===== src/verilog/rcp_pkg.sv =====
`default_nettype none
package rcp_pkg;

   // ------------------------------------------------------------
   // timing
   // ------------------------------------------------------------
   localparam int unsigned CLK_PERIOD_NS = 4;
   localparam int unsigned PLL_LOCK_MAX_NS = 10000;
   // longest time, rounds down
   localparam int unsigned PLL_LOCK_CYC = PLL_LOCK_MAX_NS / CLK_PERIOD_NS;
   localparam int unsigned RST_ASSERT_CYC = 3;
   localparam int unsigned RTC_OSC_HZ = 32768;
   localparam int unsigned RTC_TICK_HZ = 1;
   localparam int unsigned RTC_DIV = RTC_OSC_HZ / RTC_TICK_HZ;
   localparam int unsigned CNT_W = 12;
   localparam int unsigned RTC_W = 15;
   localparam int unsigned PRE_W = 8;
   localparam int unsigned N_PERIPH = 8;
   localparam logic [6:0] SYNC_RST = 7'h40;

   // ------------------------------------------------------------
   // register map
   // ------------------------------------------------------------
   localparam logic [7:0] ADDR_CTRL = 8'h00;
   localparam logic [7:0] ADDR_CLK_EN = 8'h04;
   localparam logic [7:0] ADDR_HCLK_DIV = 8'h08;
   localparam logic [7:0] ADDR_SER_DIV = 8'h0c;
   localparam logic [7:0] ADDR_PWM0_DIV = 8'h10;
   localparam logic [7:0] ADDR_PWM1_DIV = 8'h14;
   localparam logic [7:0] ADDR_STATUS = 8'h18;

   localparam int unsigned CTRL_MODE_LSB = 0;
   localparam int unsigned CTRL_EXT_BIT = 3;
   localparam int unsigned CTRL_SER_SRC_BIT = 4;
   localparam int unsigned CTRL_SWRST_BIT = 5;
   localparam int unsigned CLK_EN_CPU_BIT = 8;

   localparam logic [8:0] CLK_EN_RST = 9'h1ff;
   localparam logic [7:0] DIV_RST = 8'h00;

   // ------------------------------------------------------------
   // states
   // ------------------------------------------------------------
   typedef enum logic [2:0] {
      PM_ACTIVE = 3'b000,
      PM_STANDBY = 3'b001,
      PM_SLEEP = 3'b010,
      PM_STOP_OSC_ON = 3'b011,
      PM_STOP_ALL_OFF = 3'b100,
      PM_WAKE_OSC = 3'b101,
      PM_WAKE_PLL = 3'b110
   } rcp_pm_type;

   typedef enum logic [1:0] {
      RS_RUN = 2'b00,
      RS_DELAY = 2'b01,
      RS_HELD = 2'b10,
      RS_LOCK = 2'b11
   } rcp_rs_type;

endpackage
`default_nettype wire


===== src/verilog/rcp_ctrl.sv =====
// Our own choices: the register addresses and the APB slave port.
`timescale 1ns/100ps
`default_nettype none
module rcp_ctrl
   import rcp_pkg::*;
(
   input wire logic mclk,
   input wire logic rst_b,
   input wire logic psel,
   input wire logic penable,
   input wire logic pwrite,
   input wire logic [7:0] paddr,
   input wire logic [31:0] pwdata,
   output logic [31:0] prdata,
   output logic pready,
   output logic pslverr,
   input wire logic ext_reset_in_n,
   input wire logic main_osc_in,
   input wire logic ext_clock_input,
   input wire logic rtc_osc_in,
   input wire logic osc_stable_in,
   input wire logic pll_lock_in,
   input wire logic wake_in,
   output logic sys_reset_out_n,
   output logic main_osc_en,
   output logic pll_en,
   output logic clk_src_ext,
   output logic cpu_clk_gate,
   output logic [N_PERIPH-1:0] periph_clk_gate,
   output logic hclk_tick,
   output logic pclk_tick,
   output logic serial_port_ref_tick,
   output logic [1:0] pwm_tick,
   output logic rtc_1hz_tick
);

   // ------------------------------------------------------------
   // pin synchronisers
   // ------------------------------------------------------------
   logic [6:0] sync1, sync2;
   logic [2:0] clk_prev;

   always_ff @(posedge mclk or negedge rst_b)
   begin
      if (!rst_b)
      begin
         // reset pin starts at its idle level, so no false reset follows
         sync1 <= SYNC_RST;
         sync2 <= SYNC_RST;
         clk_prev <= '0;
      end
      else
      begin
         sync1 <= {ext_reset_in_n, main_osc_in, ext_clock_input, rtc_osc_in,
                   osc_stable_in, pll_lock_in, wake_in};
         sync2 <= sync1;
         clk_prev <= sync2[5:3];
      end
   end

   wire logic ext_low = !sync2[6];
   wire logic osc_edge = sync2[5] && !clk_prev[2];
   wire logic ext_edge = sync2[4] && !clk_prev[1];
   wire logic rtc_edge = sync2[3] && !clk_prev[0];
   wire logic wake = sync2[0];

   // ------------------------------------------------------------
   // registers
   // ------------------------------------------------------------
   logic [2:0] mode_req;
   logic ser_src_ext;
   logic [8:0] clk_en;
   logic [PRE_W-1:0] div_reg [4];
   rcp_pm_type pm_state, next_pm;
   rcp_rs_type rs_state, next_rs;
   logic [CNT_W-1:0] rs_cnt;
   logic [RTC_W-1:0] rtc_cnt;
   logic periph_run;
   logic [3:0] pre_tick;

   // oscillator and pll are not waited on when the external clock is used
   wire logic osc_ok = sync2[2] || clk_src_ext;
   wire logic pll_ok = sync2[1] || clk_src_ext;
   wire logic lock_ready = osc_ok && pll_ok;

   wire logic apb_setup = psel && !penable;
   wire logic apb_wr = psel && penable && pwrite;
   wire logic hit_ctrl = (paddr == ADDR_CTRL);
   wire logic hit_clk_en = (paddr == ADDR_CLK_EN);
   wire logic hit_status = (paddr == ADDR_STATUS);
   wire logic [2:0] div_idx = 3'(paddr[4:2] - 3'd2);
   wire logic hit_div = (paddr[7:5] == 3'b000) && (paddr[1:0] == 2'b00)
                        && (paddr[4:2] >= 3'd2) && (paddr[4:2] <= 3'd5);
   wire logic mapped = hit_ctrl || hit_clk_en || hit_status || hit_div;
   wire logic [2:0] wr_mode = pwdata[CTRL_MODE_LSB +: 3];
   wire logic mode_legal = (wr_mode <= 3'(PM_STOP_ALL_OFF));
   wire logic sw_rst = apb_wr && hit_ctrl && pwdata[CTRL_SWRST_BIT];
   wire logic low_mode = (pm_state == PM_STANDBY) || (pm_state == PM_SLEEP)
                         || (pm_state == PM_STOP_OSC_ON) || (pm_state == PM_STOP_ALL_OFF);
   wire logic wake_go = wake && low_mode;

   wire logic [31:0] ctrl_rd = 32'({ser_src_ext, clk_src_ext, mode_req});
   wire logic [31:0] status_rd = 32'({lock_ready, sys_reset_out_n, rs_state, pm_state});
   wire logic [31:0] div_rd = hit_div ? 32'(div_reg[div_idx[1:0]]) : 32'h0;
   wire logic [31:0] rd_mux = hit_ctrl ? ctrl_rd
                            : hit_clk_en ? 32'(clk_en)
                            : hit_status ? status_rd
                            : div_rd;

   // zero wait states; unmapped addresses answer with an error
   assign pready = 1'b1;
   assign pslverr = psel && penable && !mapped;

   always_ff @(posedge mclk or negedge rst_b)
   begin
      if (!rst_b)
         prdata <= '0;
      else if (apb_setup)
         prdata <= mapped ? rd_mux : 32'h0;
   end

   always_ff @(posedge mclk or negedge rst_b)
   begin
      if (!rst_b)
      begin
         mode_req <= 3'(PM_ACTIVE);
         clk_src_ext <= 1'b0;
         ser_src_ext <= 1'b0;
      end
      else if (apb_wr && hit_ctrl)
      begin
         if (mode_legal)
            mode_req <= wr_mode;
         clk_src_ext <= pwdata[CTRL_EXT_BIT];
         ser_src_ext <= pwdata[CTRL_SER_SRC_BIT];
      end
      else if (wake_go || rs_state == RS_HELD)
         mode_req <= 3'(PM_ACTIVE);
   end

   always_ff @(posedge mclk or negedge rst_b)
   begin
      if (!rst_b)
         clk_en <= CLK_EN_RST;
      else if (apb_wr && hit_clk_en)
         clk_en <= pwdata[8:0];
   end

   // divisors: 0 hclk, 1 serial, 2 pwm0, 3 pwm1
   genvar g;
   generate
      for (g = 0; g < 4; g++)
      begin : g_div
         always_ff @(posedge mclk or negedge rst_b)
         begin
            if (!rst_b)
               div_reg[g] <= DIV_RST;
            else if (apb_wr && hit_div && div_idx[1:0] == 2'(g))
               div_reg[g] <= pwdata[PRE_W-1:0];
         end
      end
   endgenerate

   // ------------------------------------------------------------
   // clock rate generation
   // ------------------------------------------------------------
   // pll output is mclk itself, so its base rate ticks every cycle
   wire logic hclk_src = clk_src_ext ? ext_edge : 1'b1;
   wire logic ser_src = ser_src_ext ? ext_edge : osc_edge;
   wire logic [3:0] pre_src = {pre_tick[0], pre_tick[0], ser_src, hclk_src};

   generate
      for (g = 0; g < 4; g++)
      begin : g_pre
         rcp_prescale u_pre (
            .mclk(mclk),
            .rst_b(rst_b),
            .src_tick(pre_src[g]),
            .div(div_reg[g]),
            .tick(pre_tick[g])
         );
      end
   endgenerate

   assign hclk_tick = pre_tick[0];
   // same enable as hclk, so the peripheral bus can never drift in phase
   assign pclk_tick = pre_tick[0] && periph_run;
   assign serial_port_ref_tick = pre_tick[1] && periph_run;
   assign pwm_tick = pre_tick[3:2] & {2{periph_run}};

   always_ff @(posedge mclk or negedge rst_b)
   begin
      if (!rst_b)
      begin
         rtc_cnt <= '0;
         rtc_1hz_tick <= 1'b0;
      end
      else
      begin
         rtc_1hz_tick <= rtc_edge && rtc_cnt == RTC_W'(RTC_DIV - 1);
         if (rtc_edge)
            rtc_cnt <= rtc_cnt + 1'b1;
      end
   end

   // ------------------------------------------------------------
   // power mode sequencer
   // ------------------------------------------------------------
   always_comb
   begin
      next_pm = pm_state;
      unique case (pm_state)
         PM_ACTIVE:
            if (mode_req != 3'(PM_ACTIVE)) next_pm = rcp_pm_type'(mode_req);
         PM_STANDBY, PM_SLEEP:
            if (wake) next_pm = PM_ACTIVE;
         PM_STOP_OSC_ON:
            if (wake) next_pm = PM_WAKE_PLL;
         PM_STOP_ALL_OFF:
            if (wake) next_pm = PM_WAKE_OSC;
         PM_WAKE_OSC:
            if (osc_ok) next_pm = PM_WAKE_PLL;
         PM_WAKE_PLL:
            if (pll_ok) next_pm = PM_ACTIVE;
         default:
            next_pm = PM_WAKE_OSC;
      endcase
      // hard reset restarts every state except PM_ACTIVE the slow way, through PM_WAKE_OSC
      if (rs_state == RS_HELD && pm_state != PM_ACTIVE)
         next_pm = PM_WAKE_OSC;
   end

   always_ff @(posedge mclk or negedge rst_b)
   begin
      if (!rst_b)
      begin
         pm_state <= PM_ACTIVE;
         main_osc_en <= 1'b1;
         pll_en <= 1'b1;
         periph_run <= 1'b1;
         cpu_clk_gate <= 1'b1;
      end
      else
      begin
         pm_state <= next_pm;
         main_osc_en <= !clk_src_ext && pm_state != PM_STOP_ALL_OFF;
         pll_en <= !clk_src_ext && pm_state != PM_STOP_ALL_OFF
                   && pm_state != PM_STOP_OSC_ON
                   && pm_state != PM_WAKE_OSC;
         periph_run <= pm_state == PM_ACTIVE || pm_state == PM_STANDBY;
         cpu_clk_gate <= pm_state == PM_ACTIVE && clk_en[CLK_EN_CPU_BIT];
      end
   end

   generate
      for (g = 0; g < N_PERIPH; g++)
      begin : g_gate
         assign periph_clk_gate[g] = periph_run && clk_en[g];
      end
   endgenerate

   // ------------------------------------------------------------
   // reset sequencer
   // ------------------------------------------------------------
   always_comb
   begin
      next_rs = rs_state;
      unique case (rs_state)
         RS_RUN:
            if (ext_low) next_rs = RS_DELAY;
            else if (sw_rst) next_rs = RS_LOCK;
         RS_DELAY:
            if (rs_cnt == CNT_W'(RST_ASSERT_CYC - 1)) next_rs = RS_HELD;
         RS_HELD:
            if (!ext_low) next_rs = RS_LOCK;
         RS_LOCK:
            if (ext_low) next_rs = RS_HELD;
            else if (lock_ready || rs_cnt == CNT_W'(PLL_LOCK_CYC - 1))
               next_rs = RS_RUN;
      endcase
   end

   always_ff @(posedge mclk or negedge rst_b)
   begin
      if (!rst_b)
      begin
         rs_state <= RS_LOCK;
         rs_cnt <= '0;
         sys_reset_out_n <= 1'b0;
      end
      else
      begin
         rs_state <= next_rs;
         rs_cnt <= (next_rs != rs_state) ? '0 : rs_cnt + 1'b1;
         sys_reset_out_n <= next_rs == RS_RUN || next_rs == RS_DELAY;
      end
   end
endmodule // rcp_ctrl
`default_nettype wire


===== src/verilog/rcp_prescale.sv =====
`timescale 1ns/100ps
`default_nettype none
module rcp_prescale
   import rcp_pkg::*;
(
   input wire logic mclk,
   input wire logic rst_b,
   input wire logic src_tick,
   input wire logic [PRE_W-1:0] div,
   output logic tick
);

   logic [PRE_W-1:0] cnt;
   // >= so a smaller divisor written mid-count wraps at once
   wire logic wrap = (cnt >= div);

   always_ff @(posedge mclk or negedge rst_b)
   begin
      if (!rst_b)
      begin
         cnt <= '0;
         tick <= 1'b0;
      end
      else
      begin
         tick <= src_tick && wrap;
         if (src_tick)
            cnt <= wrap ? '0 : cnt + 1'b1;
      end
   end

endmodule // rcp_prescale
`default_nettype wire


===== config.mk =====
export PLATFORM = sky130hd
export DESIGN_NAME = rcp_ctrl
export DESIGN_NICKNAME = d
export VERILOG_FILES = /design/src/verilog/rcp_pkg.sv /design/src/verilog/rcp_ctrl.sv /design/src/verilog/rcp_prescale.sv
export SDC_FILE = /design/constraint.sdc
export NUM_CORES = 1
export LEC_CHECK = 0
export BUFFER_PORTS_ARGS = -buffer_cell sky130_fd_sc_hd__buf_2
export CORE_MARGIN = 4
export CORE_UTILIZATION = 52
export CTS_CLUSTER_DIAMETER = 100
export DETAILED_ROUTE_END_ITERATION = 16
export GPL_ROUTABILITY_DRIVEN = 0
export HOLD_SLACK_MARGIN = 0.15
export PLACE_DENSITY = 0.78
export SLEW_MARGIN = 20
export SYNTH_ARGS = -nofsm -noshare
export SYNTH_HDL_FRONTEND = slang
export SYNTH_SLANG_ARGS = --single-unit
export TNS_END_PERCENT = 5

===== constraint.sdc =====
create_clock -name mclk -period 2.35 [get_ports mclk]
set_clock_uncertainty 0.2 [all_clocks]
set_input_delay 0.47 -clock mclk [delete_from_list [all_inputs] [get_ports mclk]]
set_output_delay 0.47 -clock mclk [all_outputs]
set_load 0.01 [all_outputs]

==> results.yml <==
run_status:
  run_status: "completed"
sta:
  setup_viol: 0
  hold_viol_final: 0
  maxSlewViolCount: 0
  timing.fmax_ghz: 0.428
  hold-worst-slack_ns: 0.150
  finalCritPeriodShare_pct: 99.4
  fin_crit_ns: 2.34
pwr:
  powerDensity_nw_per_um2: 839
  peakVddDrop_mv: 0.558
  leakagePower_uw: 0.00443
  p_sw_uw: 2260
  p_comb_share_pct: 20.5
  switching_share_pct: 29.9
  seq_power_share_pct: 42.9
  clockPowerShare_pct: 36.7
  internal_power_uw: 5280
floorplan:
  dieArea_um2: 16700
  die_w_um: 129
  initial_utilization_pct: 52.9
  die_y_um: 129
  ios: 105
  floorplan.rows: 44
  design.core.area_um2: 14500
synth:
  synth_edf_count: 0
  seq_area_frac_synth_pct: 48.0
  synth_cells: 751
  syn_avg_cell_area_um2: 10.2
  syn-cell-area_um2: 7650
  yosys.cell_types.count: 64
  synth_flop_cell: "dfrtp_1"
  yosysWarnings: 0
  ys_ff_latch: 146
  synthArstFlopShare_pct: 100
setup_path:
  worstSetupPathType: "primary input to output pin"
  r2r-end: "g_pre[0].u_pre.cnt[2]$_DFFE_PN0P_"
  end_kind: "output pin"
  r2r_slack_ns: 0.11
  cp-start-kind: "primary input"
  reg2regPathDepth: 7
  arrival_ns: 1.67
  crit_required_ns: 1.68
  r2r-start: "g_pre[0].u_pre.cnt[0]$_DFFE_PN0P_"
  cp_max_fo: 4
grt:
  grt_first_pass_wirelength_um: 27700
  grt_pass1_vias: 5477
  grt_overflow: 0
  antenna_found_initial: 2
  track_usage_pct: 21.2
  grt_max_degree: 51
finish:
  final_cell_mix: "dfrtp_1 (129), nand2_1 (73), buf_2 (56)"
  area_growth_pct: 17.4
  fin_cells: 1040
  fin_nets: 934
  final_common_cell: "dfrtp_1"
  multi_input_area_um2: 3620
  drive_gt1_share_pct: 21.4
  regArea_um2: 3670
  nFillCells: 1136
clock_network:
  cts_sinks: 146
  clkLatencyLatePin_ns: 0.42
  clockBufferDepth: 2
  clk_pin_slew_worst_paths_ns: 0.06
  cts_root_buffer: "clkbuf_16"
  numCtsBuffers: 17
  cts_tree: "built"
  htree_levels: 4
place:
  dpl.hpwl_um: 12100
  portBuffers: 57
  dp_cells: 996
min_path:
  whs_path_depth: 0
  min_from: "sync1[5]$_DFF_PN0_"
  min_delay_worst_endpoint: "sync2[5]$_DFF_PN0_"
  hp-class: "register to register"
detailed_routing:
  wl_um: 17400
  drtAntennaViolNets: 0
  via_per_inst: 5.54
  wl_met3_um: 1020
  firstDrtPassIters: 5
  highest_layer: "met5"
  vias: 5764
  dr.first_iter.drc_count: 508
  routed-wl-met2_um: 8410
  drc: 0
  avgRoutedWirePerCell_um: 16.8
  drt-met1-wl_um: 7710
flow_run:
  cap_violations: 0
-- what timing repair did --
| action | 4_1_cts | 5_1_grt |
|---|---|---|
| endpoints found under the hold margin | 58 | 0 |
| pin swaps | 0 | 1 |
| cloned | 0 | 0 |
| hold buffers | 12 | 0 |
| buffers inserted | 0 | 0 |
| setup endpoints to repair | 16 | 9 |
| resized for setup | 3 | 7 |
-- how the worst max path moves through the flow --
stage / startpoint / end / slack, ns / depth (start not counted)
6_report: paddr[7] / pslverr / 0.01 / 7
5_1_grt: paddr[7] / pslverr / -0.02 / 7
4_1_cts: paddr[0] / pslverr / 0.01 / 7
3_5_place_dp: div_reg[0]$_DFFE_PN0P_ / g_pre[3].u_pre.cnt[3]$_DFFE_PN0P_ / -0.18 / 6
3_3_place_gp: paddr[0] / div_reg[8]$_DFFE_PN0P_ / -0.17 / 6
2_1_floorplan: paddr[0] / div_reg[0]$_DFFE_PN0P_ / -0.07 / 4
-- layer usage --
metal,GRT usage [%],vias up
li1,-,2747
met1,28.7,2826
met2,34.1,167
met3,5.56,22
met4,5.81,2
met5,0,-
-- layout make-up --
type,count,share of cell area (%)
Tap cell,184,2.56
Timing Repair Buffer,99,7.45
Inverter,48,2.01
Sequential cell,146,40.9
Multi-Input combinational cell,531,40.3
Antenna cell,1,0.0278
Clock inverter,9,1.45
Clock buffer,22,5.28
-- cells in the mapped netlist (6+ instances only) --
cell type	n	area [um2]
inv_1	48	180
xor2_1	25	219
nand4_1	11	68.8
dfrtp_1	129	3230
buf_4	25	188
o21a_1	6	45.0
nand2b_1	10	62.6
o31ai_1	6	45.0
nor2_1	56	210
mux2i_1	17	170
o21ai_0	46	230
and3_1	17	106
and2_1	16	100
nor3_1	10	50.1
dfstp_2	17	447
nor2b_1	6	37.5
mux2_2	33	372
a211oi_1	7	52.6
a21oi_1	26	130
ha_1	39	488
a21o_1	7	52.6
nand2_1	73	274
clkbuf_1	16	60.1
xnor2_1	12	105
nand3_1	21	105
-- critical path, stage by stage --
cell and delay [ns]:
buf_2 0.10, or4_4 0.55, buf_6 0.15, nor2_4 0.08
buf_6 0.11, a21oi_1 0.06, buf_2 0.14
-- through the flow --
stage | setup TNS (ns) | total power (uW) | instance area (um2) | util, % | setup WS [ns]
floorplan | -0.687 | 4230 | 7730 | - | -0.0658
global placement | -6.06 | 4660 | 8210 | 56.7 | -0.165
detailed placement | -8.05 | 4740 | 8210 | 56.7 | -0.180
CTS | 0 | 7540 | 8950 | 61.8 | 0.0137
global route | -0.0220 | 7950 | 8990 | 62.1 | -0.0220
finish | 0 | 7540 | 8990 | 62.1 | 0.0140
-- logic make-up (layout without fill, tap and decap cells) --
group / after synthesis / after routing / share of synthesized area, %
xor gates and xnor gates: 37 / 37 / 4.23
AOI/OAI and AO/OA: 137 / 137 / 11.4
buffers and inverters: 96 / 178 / 6.26
muxes: 50 / 50 / 7.08
adders and majority gates: 39 / 39 / 6.38
DFF: 146 / 146 / 48.0
and+or+nand+nor: 244 / 244 / 16.5
other: 2 / 25 / 0.0981
-- power groups by stage --
stage	logic (uW)	clock network (uW)	registers, uW
CTS	1520	2800	3220
finish	1550	2770	3230
global route	1760	2910	3270
detailed placement	1480	0	3260
global placement	1410	0	3240
floorplan	1110	0	3120
No activity file was read; power rests on OpenSTA's default activity.
